$ cat src/shared/acm_regs.vh
`ifndef ACM_REGS_VH
`define ACM_REGS_VH

// ****************************************
// Operation codes
// ****************************************
`define ACM_OP_W 3
`define ACM_OP_HEX_TO_ASCII 3'h0
`define ACM_OP_SEVEN_SEG 3'h1
`define ACM_OP_GRAY 3'h2
`define ACM_OP_SHUFFLE 3'h3
`define ACM_OP_WORD_COPY 3'h4
`define ACM_OP_LABEL_COPY 3'h5

// ****************************************
// Field layout and constants
// ****************************************
`define ACM_ACC_W 32
`define ACM_WORD_W 16
`define ACM_ADDR_W 16
`define ACM_LEFT_W 17
`define ACM_DIGITS 8
`define ACM_GRAY_RES_W 10
`define ACM_ASCII_DIGIT_BASE 8'h30
`define ACM_ASCII_ALPHA_BASE 8'h41
`define ACM_NIB_TEN 4'hA
`define ACM_ORDER_MAX 4'h8
`define ACM_FIFO_DEPTH 4
`define ACM_FIFO_AW 2

`endif

$ cat src/hdl/acm_fifo.v
`timescale 1ns/1ps
`default_nettype none
module acm_fifo #(
	parameter WIDTH = 16,
	parameter DEPTH = 4,
	parameter AW = 2
) (
	input wire clk_i,
	input wire rst_n_i,
	input wire in_valid_i,
	output wire in_ready_o,
	input wire [WIDTH-1:0] in_data_i,
	output wire out_valid_o,
	input wire out_ready_i,
	output wire [WIDTH-1:0] out_data_o
);
	reg [WIDTH-1:0] mem_q [0:DEPTH-1];
	reg [AW-1:0] wr_ptr_q;
	reg [AW-1:0] rd_ptr_q;
	reg [AW:0] cnt_q;
	wire push;
	wire pop;

	assign in_ready_o = (cnt_q != DEPTH[AW:0]);
	assign out_valid_o = (cnt_q != {(AW+1){1'b0}});
	assign out_data_o = mem_q[rd_ptr_q];
	assign push = in_valid_i && in_ready_o;
	assign pop = out_valid_o && out_ready_i;

	// Pointers wrap by compare so depth need not be a power of two
	always @(posedge clk_i) begin
		if (!rst_n_i) begin
			wr_ptr_q <= {AW{1'b0}};
			rd_ptr_q <= {AW{1'b0}};
			cnt_q <= {(AW+1){1'b0}};
		end else begin
			if (push) begin
				wr_ptr_q <= (wr_ptr_q == DEPTH[AW-1:0] - 1'b1) ? {AW{1'b0}} : wr_ptr_q + 1'b1;
			end
			if (pop) begin
				rd_ptr_q <= (rd_ptr_q == DEPTH[AW-1:0] - 1'b1) ? {AW{1'b0}} : rd_ptr_q + 1'b1;
			end
			if (push && !pop) begin
				cnt_q <= cnt_q + 1'b1;
			end else if (pop && !push) begin
				cnt_q <= cnt_q - 1'b1;
			end
		end
	end

	always @(posedge clk_i) begin
		if (push) begin
			mem_q[wr_ptr_q] <= in_data_i;
		end
	end
endmodule
`default_nettype wire

$ cat src/hdl/acm_core.v
`timescale 1ns/1ps
`default_nettype none
`include "acm_regs.vh"
module acm_core #(
	parameter FIFO_DEPTH = `ACM_FIFO_DEPTH,
	parameter FIFO_AW = `ACM_FIFO_AW
) (
	input wire clk_i,
	input wire rst_n_i,
	input wire op_start_i,
	input wire [`ACM_OP_W-1:0] op_code_i,
	input wire [`ACM_ACC_W-1:0] acc_i,
	input wire [`ACM_ACC_W-1:0] stack1_i,
	input wire [`ACM_ACC_W-1:0] stack2_i,
	input wire [`ACM_ADDR_W-1:0] operand_i,
	input wire src_is_label_i,
	output wire busy_o,
	output wire done_o,
	output wire acc_valid_o,
	output wire [`ACM_ACC_W-1:0] acc_o,
	output wire rd_req_o,
	output wire rd_label_o,
	output wire [`ACM_ADDR_W-1:0] rd_addr_o,
	input wire [`ACM_WORD_W-1:0] rd_data_i,
	output wire wr_req_o,
	output wire wr_label_o,
	output wire [`ACM_ADDR_W-1:0] wr_addr_o,
	output wire [`ACM_WORD_W-1:0] wr_data_o,
	input wire wr_ready_i
);
	// ****************************************
	// States
	// ****************************************
	localparam ST_IDLE = 2'b00;
	localparam ST_COPY = 2'b01;
	localparam ST_DONE = 2'b10;

	// ****************************************
	// Conversion functions
	// ****************************************
	function [7:0] hex_ascii;
		input [3:0] nib;
		begin
			if (nib < `ACM_NIB_TEN) begin
				hex_ascii = `ACM_ASCII_DIGIT_BASE + {4'h0, nib};
			end else begin
				hex_ascii = `ACM_ASCII_ALPHA_BASE + {4'h0, nib - `ACM_NIB_TEN};
			end
		end
	endfunction

	function [7:0] seg_pattern;
		input [3:0] nib;
		begin
			// Segment a in bit 0 through g in bit 6, bit 7 unused
			case (nib)
				4'h0: seg_pattern = 8'h3F;
				4'h1: seg_pattern = 8'h06;
				4'h2: seg_pattern = 8'h5B;
				4'h3: seg_pattern = 8'h4F;
				4'h4: seg_pattern = 8'h66;
				4'h5: seg_pattern = 8'h6D;
				4'h6: seg_pattern = 8'h7D;
				4'h7: seg_pattern = 8'h07;
				4'h8: seg_pattern = 8'h7F;
				4'h9: seg_pattern = 8'h6F;
				4'hA: seg_pattern = 8'h77;
				4'hB: seg_pattern = 8'h7C;
				4'hC: seg_pattern = 8'h39;
				4'hD: seg_pattern = 8'h5E;
				4'hE: seg_pattern = 8'h79;
				default: seg_pattern = 8'h71;
			endcase
		end
	endfunction

	function [`ACM_ACC_W-1:0] seven_segment_convert;
		input [`ACM_ACC_W-1:0] acc;
		integer i;
		begin
			seven_segment_convert = {`ACM_ACC_W{1'b0}};
			for (i = 0; i < 4; i = i + 1) begin
				seven_segment_convert[i*8 +: 8] = seg_pattern(acc[i*4 +: 4]);
			end
		end
	endfunction

	function [`ACM_ACC_W-1:0] gray_to_bcd;
		input [`ACM_ACC_W-1:0] acc;
		reg [15:0] bin;
		reg [15:0] bcd;
		integer i;
		begin
			bin = 16'h0000;
			bcd = 16'h0000;
			gray_to_bcd = {`ACM_ACC_W{1'b0}};
			bin[15] = acc[15];
			for (i = 14; i >= 0; i = i - 1) begin
				bin[i] = bin[i+1] ^ acc[i];
			end
			// Shift-add-three over the low ten binary bits
			for (i = `ACM_GRAY_RES_W - 1; i >= 0; i = i - 1) begin
				if (bcd[3:0] > 4'h4) bcd[3:0] = bcd[3:0] + 4'h3;
				if (bcd[7:4] > 4'h4) bcd[7:4] = bcd[7:4] + 4'h3;
				if (bcd[11:8] > 4'h4) bcd[11:8] = bcd[11:8] + 4'h3;
				bcd = {bcd[14:0], bin[i]};
			end
			// No resolution correction applied here; 360 and 720 counts are the program's job
			gray_to_bcd[`ACM_GRAY_RES_W-1:0] = bcd[`ACM_GRAY_RES_W-1:0];
		end
	endfunction

	function [`ACM_ACC_W-1:0] digit_shuffle;
		input [`ACM_ACC_W-1:0] src;
		input [`ACM_ACC_W-1:0] order;
		reg [3:0] k;
		integer i;
		integer j;
		begin
			k = 4'h0;
			digit_shuffle = {`ACM_ACC_W{1'b0}};
			// Ascending scan, so a later (more significant) duplicate overwrites
			for (i = 0; i < `ACM_DIGITS; i = i + 1) begin
				k = order[i*4 +: 4];
				for (j = 0; j < `ACM_DIGITS; j = j + 1) begin
					if (k != 4'h0 && k <= `ACM_ORDER_MAX && k == j + 1) begin
						digit_shuffle[j*4 +: 4] = src[i*4 +: 4];
					end
				end
			end
		end
	endfunction

	function [`ACM_ADDR_W-1:0] add_addr;
		input [`ACM_ADDR_W-1:0] a;
		input [`ACM_ADDR_W-1:0] b;
		reg [`ACM_ADDR_W:0] sum;
		begin
			sum = {1'b0, a} + {1'b0, b};
			add_addr = sum[`ACM_ADDR_W-1:0];
		end
	endfunction

	// ****************************************
	// Registers
	// ****************************************
	reg [1:0] state_q;
	reg [1:0] state_d;
	reg [`ACM_OP_W-1:0] mode_q;
	reg [`ACM_ADDR_W-1:0] src_addr_q;
	reg [`ACM_ADDR_W-1:0] dst_addr_q;
	reg [`ACM_LEFT_W-1:0] rd_left_q;
	reg [`ACM_LEFT_W-1:0] wr_left_q;
	reg rd_req_q;
	reg rd_pend_q;
	reg rd_label_q;
	reg wr_req_q;
	reg wr_label_q;
	reg [`ACM_ADDR_W-1:0] wr_addr_q;
	reg [`ACM_WORD_W-1:0] wr_data_q;
	reg half_q;
	reg busy_q;
	reg done_q;
	reg acc_valid_q;
	reg [`ACM_ACC_W-1:0] acc_q;

	wire fifo_in_ready;
	wire fifo_out_valid;
	wire [`ACM_WORD_W-1:0] fifo_out_data;
	wire is_hta;
	wire wr_fire;
	wire wr_load;
	wire fifo_pop;
	wire rd_issue;
	wire start_copy;
	wire start_acc;

	assign busy_o = busy_q;
	assign done_o = done_q;
	assign acc_valid_o = acc_valid_q;
	assign acc_o = acc_q;
	assign rd_req_o = rd_req_q;
	assign rd_label_o = rd_label_q;
	assign rd_addr_o = src_addr_q;
	assign wr_req_o = wr_req_q;
	assign wr_label_o = wr_label_q;
	assign wr_addr_o = wr_addr_q;
	assign wr_data_o = wr_data_q;

	assign is_hta = (mode_q == `ACM_OP_HEX_TO_ASCII);
	assign start_copy = (state_q == ST_IDLE) && op_start_i &&
		(op_code_i == `ACM_OP_HEX_TO_ASCII || op_code_i == `ACM_OP_WORD_COPY ||
		op_code_i == `ACM_OP_LABEL_COPY);
	assign start_acc = (state_q == ST_IDLE) && op_start_i &&
		(op_code_i == `ACM_OP_SEVEN_SEG || op_code_i == `ACM_OP_GRAY ||
		op_code_i == `ACM_OP_SHUFFLE);
	// One read in flight at a time, and only while the FIFO can take its answer
	assign rd_issue = (state_q == ST_COPY) && (rd_left_q != {`ACM_LEFT_W{1'b0}}) &&
		!rd_req_q && !rd_pend_q && fifo_in_ready;
	assign wr_fire = wr_req_q && wr_ready_i;
	assign wr_load = (state_q == ST_COPY) && fifo_out_valid && (!wr_req_q || wr_fire);
	assign fifo_pop = wr_load && (!is_hta || half_q);

	// ****************************************
	// Data path buffer
	// ****************************************
	acm_fifo #(
		.WIDTH(`ACM_WORD_W),
		.DEPTH(FIFO_DEPTH),
		.AW(FIFO_AW)
	) u_fifo (
		.clk_i(clk_i),
		.rst_n_i(rst_n_i),
		.in_valid_i(rd_pend_q),
		.in_ready_o(fifo_in_ready),
		.in_data_i(rd_data_i),
		.out_valid_o(fifo_out_valid),
		.out_ready_i(fifo_pop),
		.out_data_o(fifo_out_data)
	);

	// ****************************************
	// Sequencing
	// ****************************************
	always @* begin
		state_d = state_q;
		case (state_q)
			ST_IDLE: begin
				if (start_copy) begin
					state_d = ST_COPY;
				end
			end
			ST_COPY: begin
				if (wr_left_q == {`ACM_LEFT_W{1'b0}}) begin
					state_d = ST_DONE;
				end else if (wr_fire && wr_left_q == {{(`ACM_LEFT_W-1){1'b0}}, 1'b1}) begin
					state_d = ST_DONE;
				end
			end
			default: begin
				state_d = ST_IDLE;
			end
		endcase
	end

	always @(posedge clk_i) begin
		if (!rst_n_i) begin
			state_q <= ST_IDLE;
			mode_q <= `ACM_OP_WORD_COPY;
			src_addr_q <= {`ACM_ADDR_W{1'b0}};
			dst_addr_q <= {`ACM_ADDR_W{1'b0}};
			rd_left_q <= {`ACM_LEFT_W{1'b0}};
			rd_label_q <= 1'b0;
			wr_label_q <= 1'b0;
			busy_q <= 1'b0;
			done_q <= 1'b0;
			acc_valid_q <= 1'b0;
			acc_q <= {`ACM_ACC_W{1'b0}};
		end else begin
			state_q <= state_d;
			done_q <= (state_q == ST_COPY) && (state_d == ST_DONE);
			busy_q <= (state_d == ST_COPY);
			acc_valid_q <= start_acc;
			if (start_acc) begin
				case (op_code_i)
					`ACM_OP_SEVEN_SEG: acc_q <= seven_segment_convert(acc_i);
					`ACM_OP_GRAY: acc_q <= gray_to_bcd(acc_i);
					default: acc_q <= digit_shuffle(stack1_i, acc_i);
				endcase
			end
			if (start_copy) begin
				mode_q <= op_code_i;
				if (op_code_i == `ACM_OP_LABEL_COPY) begin
					// Count from level two, offset from level one, as pushed by the loads
					rd_left_q <= {1'b0, stack2_i[`ACM_ADDR_W-1:0]};
					src_addr_q <= add_addr(acc_i[`ACM_ADDR_W-1:0],
						stack1_i[`ACM_ADDR_W-1:0]);
					dst_addr_q <= add_addr(operand_i, stack1_i[`ACM_ADDR_W-1:0]);
					rd_label_q <= src_is_label_i;
					wr_label_q <= !src_is_label_i;
				end else begin
					rd_left_q <= {1'b0, stack1_i[`ACM_ADDR_W-1:0]};
					src_addr_q <= acc_i[`ACM_ADDR_W-1:0];
					dst_addr_q <= operand_i;
					rd_label_q <= 1'b0;
					wr_label_q <= 1'b0;
				end
			end else if (rd_issue) begin
				// No range check: out-of-area reads return whatever memory holds
				rd_left_q <= rd_left_q - 1'b1;
			end
			if (rd_req_q) begin
				src_addr_q <= src_addr_q + 1'b1;
			end
			if (wr_load) begin
				dst_addr_q <= dst_addr_q + 1'b1;
			end
		end
	end

	// ****************************************
	// Memory read and write ports
	// ****************************************
	always @(posedge clk_i) begin
		if (!rst_n_i) begin
			rd_req_q <= 1'b0;
			rd_pend_q <= 1'b0;
			wr_left_q <= {`ACM_LEFT_W{1'b0}};
			wr_req_q <= 1'b0;
			wr_addr_q <= {`ACM_ADDR_W{1'b0}};
			wr_data_q <= {`ACM_WORD_W{1'b0}};
			half_q <= 1'b0;
		end else begin
			rd_req_q <= rd_issue;
			rd_pend_q <= rd_req_q;
			if (start_copy) begin
				half_q <= 1'b0;
				if (op_code_i == `ACM_OP_HEX_TO_ASCII) begin
					// Two ASCII words for every hex word read
					wr_left_q <= {stack1_i[`ACM_ADDR_W-1:0], 1'b0};
				end else if (op_code_i == `ACM_OP_LABEL_COPY) begin
					wr_left_q <= {1'b0, stack2_i[`ACM_ADDR_W-1:0]};
				end else begin
					wr_left_q <= {1'b0, stack1_i[`ACM_ADDR_W-1:0]};
				end
			end else if (wr_fire) begin
				wr_left_q <= wr_left_q - 1'b1;
			end
			if (wr_load) begin
				wr_req_q <= 1'b1;
				wr_addr_q <= dst_addr_q;
				if (is_hta) begin
					half_q <= !half_q;
					// More significant digit pair goes to the lower address
					if (!half_q) begin
						wr_data_q <= {hex_ascii(fifo_out_data[15:12]),
							hex_ascii(fifo_out_data[11:8])};
					end else begin
						wr_data_q <= {hex_ascii(fifo_out_data[7:4]),
							hex_ascii(fifo_out_data[3:0])};
					end
				end else begin
					wr_data_q <= fifo_out_data;
				end
			end else if (wr_fire) begin
				wr_req_q <= 1'b0;
			end
		end
	end
endmodule
`default_nettype wire

$ cat config.mk
export PLATFORM = sky130hd
export DESIGN_NAME = acm_core
export DESIGN_NICKNAME = d
export VERILOG_FILES = /design/src/hdl/acm_fifo.v /design/src/hdl/acm_core.v
export VERILOG_INCLUDE_DIRS = /design/src /design/src/shared
export SDC_FILE = /design/constraint.sdc
export NUM_CORES = 1
export LEC_CHECK = 0
export ABC_AREA = 1
export BUFFER_PORTS_ARGS = -buffer_cell sky130_fd_sc_hd__buf_2
export CAP_MARGIN = 0
export CORE_MARGIN = 2
export CORE_UTILIZATION = 40
export DETAILED_ROUTE_END_ITERATION = 8
export PLACE_DENSITY = 0.59
export SLEW_MARGIN = 30
export SYNTH_ARGS = -nofsm -noshare
export SYNTH_HDL_FRONTEND = slang
export SYNTH_SLANG_ARGS = --single-unit
$ cat constraint.sdc
create_clock -name clk_i -period 7.8 [get_ports clk_i]
set_input_delay 0.78 -clock clk_i [delete_from_list [all_inputs] [get_ports clk_i]]
set_output_delay 0.78 -clock clk_i [all_outputs]
set_load 0.01 [all_outputs]
; Yosys cells after proc, flatten, opt, wreduce, memory -nomap -nowiden
; Memories as Yosys holds them, arrays and structs flattened. A register that Yosys moved wholly into a read port is not among the register bits.
; Cells that the tools add are included.
[totals]
mem_bits_ro = 448
n_memories = 5
word_cells = 439
regBits = 151
ram_bits = 64
[classes]
bitwise_logic = 15
eq_ne = 76
mux = 141
n_lt_le_gt_ge = 24
n_addsub = 34
reduce_logical = 123
[mem_list]
columns = name, words, width, rd, rd_clocked_by_memory_dff, write_ports, line_no
row1 = (name not given), 16, 7, 1, 0, 0, acm_core.v:56  ; case (nib)
row2 = (name not given), 16, 7, 1, 0, 0, acm_core.v:56
row3 = (name not given), 16, 7, 1, 0, 0, acm_core.v:56
row4 = (name not given), 16, 7, 1, 0, 0, acm_core.v:56
row5 = u_fifo.mem_q, 4, 16, 1, 1, 1, acm_fifo.v:17  ; reg [WIDTH-1:0] mem_q [0:DEPTH-1];
[op_table]
columns = operator, n
row1 = 2-to-1 mux 4 bit, 102
row2 = 2-to-1 mux 16 bit, 9
row3 = "equality test 4 x 3 -> 1 bit, second input constant", 32
row4 = logical AND 1 bit, 89
row5 = 2-to-1 mux 17 bit, 5
row6 = "equality test 4 x 2 -> 1 bit, second input constant", 16
row7 = one-hot mux 32 bit (2 select lines), 1
row8 = "adder 4 x 2 -> 4 bit, second input constant", 9
row9 = "> comparator 4 x 3 -> 1 bit, second input constant", 9
row10 = "subtractor 17 x 1 -> 17 bit, second input constant", 2
row11 = "adder 16 x 1 -> 16 bit, second input constant", 2
row12 = adder 16 bit, 2
row13 = "adder 7 x 4 -> 8 bit, first input constant", 4
row14 = "equality test 4 x 1 -> 1 bit, second input constant", 8
row15 = "equality test 4 bit, second input constant", 8
row16 = "less-or-equal comparator 4 bit, second input constant", 8
row17 = 2-to-1 mux 8 bit, 4
row18 = nonzero test 4 bit, 8
row19 = "adder 6 x 4 -> 7 bit, first input constant", 4
row20 = "equality test 17 x 1 -> 1 bit, second input constant", 1
row21 = zero test 17 bit, 1
row22 = nonzero test 17 bit, 1
row23 = "less-than comparator 4 bit, second input constant", 4
row24 = "subtractor 4 bit, second input constant", 4
row25 = other kinds (23), 80

; Logic depth before layout (Yosys ltp)
[depth]
word_depth = 41
mapped_depth = 45
ltp_nobuf = 45

; Hierarchy
; A second synthesis with hierarchy kept.
[hier_totals]
hier_cells = 2441
area_unflattened_um2 = 16681.0
[modules_own_cells]
columns = module, instances, seq_area_each_um2, area_each_um2, cells_each
row1 = acm_core, 1, 2882.8, 13833.3, 2217
row2 = acm_fifo, 1, 2102.0, 2847.7, 224

; Worst setup path after synthesis
; OpenSTA, ideal clock, no wires.
[synth_timing]
kind = input to register
from = input acc_i[15]
to = register acc_q[4] (netlist: acc_o[4])
arrival_ps = 5733
setup_slack_ps = 2003
required_ps = 7736
setup_time_ps = 64
path_stages = 41
cell_sequence = clkbuf_1 -> clkinv_1 -> ha_1 -> nand3b_1 -> nand2_1 -> inv_1 -> nand2_4 -> nand2_8 -> ha_1 -> nand2_1 -> nand2_4 -> xor2_4 -> xor2_4 -> nand4_2 -> nand3_1 -> nand2_1 -> ha_1 -> inv_1 -> [5 not listed] -> nand2_1 -> nand2_1 -> nand2_1 -> inv_1 -> ha_1 -> inv_1 -> nand2_1 -> nand2_1 -> nand2_1 -> and2_1 -> ha_1 -> inv_1 -> nand2_4 -> nand2_4 -> nand2_1 -> nor2_1 -> nor2_1 -> nor2_1
[synth_between]
elab_chain_cells = 41
elab_cells_between_ends = 64
classes_between = add/sub (7) / order compare (8) / eq/ne (1) / mux (31) / bitwise (14) / reduce/logical (3)
[synth_rtl]
columns = element, line_no
row1 = from (decl), acm_core.v:12  ; input wire [`ACM_ACC_W-1:0] acc_i,
row2 = XOR 1 bit (8 in a row), acm_core.v:99  ; bin[i] = bin[i+1] ^ acc[i];
row3 = adder 3 x 2 -> 4 bit / > comparator 3 bit (equally long branches), acm_core.v:103  ; if (bcd[3:0] > 4'h4) bcd[3:0] = bcd[3:0] + 4'h3;
row4 = 2-to-1 mux 4 bit, acm_core.v:103
row5 = 2-to-1 mux 4 bit, acm_core.v:265  ; case (op_code_i)
row6 = 2-to-1 mux 4 bit, acm_core.v:264  ; if (start_acc) begin
row7 = 2-to-1 mux 4 bit, acm_core.v:247  ; if (!rst_n_i) begin
row8 = adder 4 x 2 -> 4 bit / > comparator 4 x 3 -> 1 bit (equally long branches), acm_core.v:103
row9 = 2-to-1 mux 4 bit, acm_core.v:103
row10 = [18 not listed], --
row11 = adder 4 x 2 -> 4 bit / > comparator 4 x 3 -> 1 bit (equally long branches), acm_core.v:103
row12 = 2-to-1 mux 4 bit, acm_core.v:103
row13 = 2-to-1 mux 4 bit, acm_core.v:265
row14 = 2-to-1 mux 4 bit, acm_core.v:264
row15 = 2-to-1 mux 4 bit, acm_core.v:247
row16 = adder 4 x 2 -> 4 bit / > comparator 4 x 3 -> 1 bit (equally long branches), acm_core.v:103
row17 = 2-to-1 mux 4 bit, acm_core.v:103
row18 = one-hot mux 32 bit (2 select lines) (*), acm_core.v:265
row19 = to (signal assigned), acm_core.v:266  ; `ACM_OP_SEVEN_SEG: acc_q <= seven_segment_convert(acc_i);
row20 = to (signal assigned), acm_core.v:267  ; `ACM_OP_GRAY: acc_q <= gray_to_bcd(acc_i);
row21 = to (signal assigned), acm_core.v:268  ; default: acc_q <= digit_shuffle(stack1_i, acc_i);
row22 = to (decl), acm_core.v:165  ; reg [`ACM_ACC_W-1:0] acc_q;
; Every way passes the cells marked *; elsewhere a longest branch is shown, timed or not. The select of a mux whose other input is x is not followed.
; A chain may end at the register's enable or synchronous reset.

; Worst setup path after layout
; Same ends and word-level chain as after synthesis.

==> flow_summary.ini <==
[run_status]
run_status = finished, final reports clean

[critical_path]
criticalPathCategory = primary input to flop
timing.critical_path.max_delay_family = simple AND/OR/NAND/NOR gates
cp.arrival_ns = 6.29
crit_path_start = acc_i[15]
timing.critical_path.mode_cell = nand2_1
timing.critical_path.buf_inv = 8
r2r_setup_slack_ns = 4.04
r2r_start = rd_left_q[0]$_SDFFE_PN0P_
cp_data_required_time_ns = 8.32
critical_path.max_stage_delay_ns = 0.36
crit_path_top_delay_cell = ha_1
start_kind = primary input
worst-path-max-fanout = 10
element_type_at_the_critical_path_end = flop

[worst_hold_path]
holdCritStartpoint = rd_data_i[6]
classification_of_the_worst_slack_hold_path = primary input to flop

[yosys]
syn-cell-area_mm2 = 0.01654
netlist-cell-type-count = 68
syn_avg_cell_area_um2 = 6.859
synth_edf_count = 64
synthTopCellsByCount = 402 x nand2_1, 345 x o21ai_0, 289 x inv_1
synth_sequential_area_ratio = 0.3013
syn-instance-count = 2412
ys_top_cells_by_area = dfxtp_1 19%, edfxtp_1 12%, o21ai_0 10%
async_flop_share = 0
postSynthRegisterBits = 217
synth_top_area_share = 0.1851
post_synth_net_total = 2637
synth_top_flop_cell = dfxtp_1
synth_top_area_cell = dfxtp_1
leading_cell_type_by_number_of_instances_after_synthesis = nand2_1
synth.yosys.warnings = 0

[global_routing]
grt_usage = 0.2704
first_pass_grt_wire_length_um = 92620
grt-ovfl-total = 0
number_of_global_route_vias_before_repair = 16496
grt_start_max_net_pins = 55
number_of_antenna_violations_at_the_first_check_in_global_routing = 5

[finish]
nets = 2810
area_growth_syn_to_layout_pct = 15.13
num-fill-cells = 4169
final_design_area_no_fill_mm2 = 0.01905
fraction_of_layout_instances_using_a_drive_strength_above_1 = 0.1351

[route]
drcViolationCount = 0
dr.first_iter.drc_count = 1717
vias = 17697
detail_route.vias_per_cell = 5.632
wl_per_cell_um = 19.30
detail-route-antenna-nets = 0
detail_route.first_pass.iterations = 5
finalWirelength_um = 60660

[timing]
final.setup_skew_ns = 0.02540
totalNegativeSetupSlack_ns = 0
final_max_slew_viol_count = 0
slew_headroom = 0.3639
rsz0062_at_grt = false
timing_worst_slew_pin_value_ns = 0.9468
final-hold-violation-count = 0
finalCriticalPeriod_ns = 5.769
endpoints_failing_setup = 0
max_freq_mhz = 173.3
fin_crit_sh = 0.7396

[floorplan]
die_x_um = 207.4
std_cell_rows = 74
dieArea_mm2 = 0.04300
die_y_um = 207.4
starting_density = 0.4052
floorplan.io_pins = 223
core_area_mm2 = 0.04083

[pwr]
power-per-cell-area_mw_per_mm2 = 230.0
static-leakage-power_uw = 0.008279
vdd_drop_max_v = 0.0001941

[clock_network]
cts_tree = built
post_cts.resized_instances = 0
cts_max_level = 1
clkSinkCount = 217
number_of_buffers_added_by_the_clock_tree_synthesis_step = 27
postCtsHoldBufs = 0
worst_skew_pair_latency_ns = 0.59
clock_tree.root_cell = clkbuf_16
clkTransAtPathRegs_ns = 0.06
cts_buffer_depth = 3
cts_setup_buffers = 0

[placed_design]
dpl_cell_area_mm2 = 0.01814
place.detailed.hpwl_um = 46380
routability_cong = 0.9753
io_buffers = 206

[job]
drv_cap = 0
==> per-layer routing <==
layer | vias up | share of wire | track usage
met2 | 664 | 0.47 | 0.4585
met3 | 157 | 0.066 | 0.04841
li1 | 8750 | - | -
met1 | 8124 | 0.41 | 0.3294
met5 | - | 0.00026 | 0
met4 | 2 | 0.055 | 0.1350
==> power by group <==
part           total [µW]  switching [µW]  internal (µW)  leakage, µW
logic                1830            1200            626      0.00602
clock network        1290             540            749     0.000439
registers            1270            47.1           1220      0.00182
total                4380            1790           2590      0.00828
==> registers in the layout, summed over array words and instances (netlist names), 3 cells and up, named ones only <==
signal	cells
wr_addr_o	16
wr_left_q	17
rd_addr_o	16
u_fifo.mem_q	64
dst_addr_q	16
rd_left_q	17
mode_q	3
wr_data_o	16
acc_o	32
u_fifo.cnt_q	3
==> worst paths after layout <==
| check | cells after the start | to |
|---|---|---|
| worst max-delay path | 42 | acc_o[4]$_SDFFE_PN0P_ |
| worst min-delay path | 1 | u_fifo.mem_q[2][6]$_DFFE_PP_ |
| worst max register to register | 14 | rd_left_q[12]$_SDFFE_PN0P_ |
| worst min register to register | 2 | mode_q[1]$_SDFFE_PN0P_ |
==> cell usage in the layout, fill, tap and decap left out, types with 6 or more instances in the layout <==
cell type / synthesis / routed
inv_2: 16 / 17
nand3_1: 93 / 93
dfxtp_1: 153 / 153
nand3_2: 6 / 6
clkbuf_16: 0 / 27
o21bai_1: 6 / 6
o21ai_0: 345 / 345
nand2_2: 22 / 22
o22ai_1: 26 / 26
buf_2: 1 / 206
o211ai_1: 69 / 69
a32oi_1: 8 / 8
ha_1: 86 / 86
or2_2: 6 / 6
buf_4: 0 / 18
edfxtp_1: 64 / 64
a31oi_1: 59 / 59
o221ai_1: 23 / 23
nand2_1: 402 / 402
a21oi_1: 206 / 204
a22oi_1: 7 / 7
xnor2_1: 10 / 10
inv_1: 289 / 288
nor3_1: 49 / 46
nand4_1: 12 / 12
xor2_1: 36 / 36
a221oi_1: 12 / 12
nor2_1: 218 / 211
nand2_4: 7 / 7
clkinv_1: 6 / 10
a211oi_1: 15 / 15
==> metrics by stage <==
step,power [µW],worst slack (ns),hold slack [ns],std cells,utilization
2_1_floorplan,2688,2.003,0.4183,2412,-
3_3_place_gp,3058,1.569,0.4261,3088,0.4437
3_5_place_dp,3112,1.417,0.4317,3088,0.4442
4_1_cts,4406,2.025,0.3993,3137,0.4661
5_1_grt,4708,1.474,0.4140,3140,0.4664
6_report,4381,2.031,0.4209,3142,0.4665
==> logic make-up after synthesis <==
logic type | Yosys count | share of synthesized area
simple gates | 837 | 0.2176
flops | 217 | 0.3013
xor+xnor | 50 | 0.03033
fa+ha+maj | 89 | 0.06867
compound gates | 828 | 0.2929
buf+inv | 391 | 0.08924
==> final cells by class <==
type | instances | area, µm² | area share
clock inverters | 18 | 192.7 | 0.01012
clock buffers | 31 | 700.7 | 0.03678
multi-input cells | 1804 | 10160 | 0.5333
well taps | 532 | 665.6 | 0.03494
repair buffers | 224 | 1166 | 0.06122
flip-flops and latches | 217 | 4985 | 0.2617
inverters | 311 | 1167 | 0.06128
diodes | 5 | 12.51 | 0.0006569
Note: power is estimated with default switching activity, not from simulation.
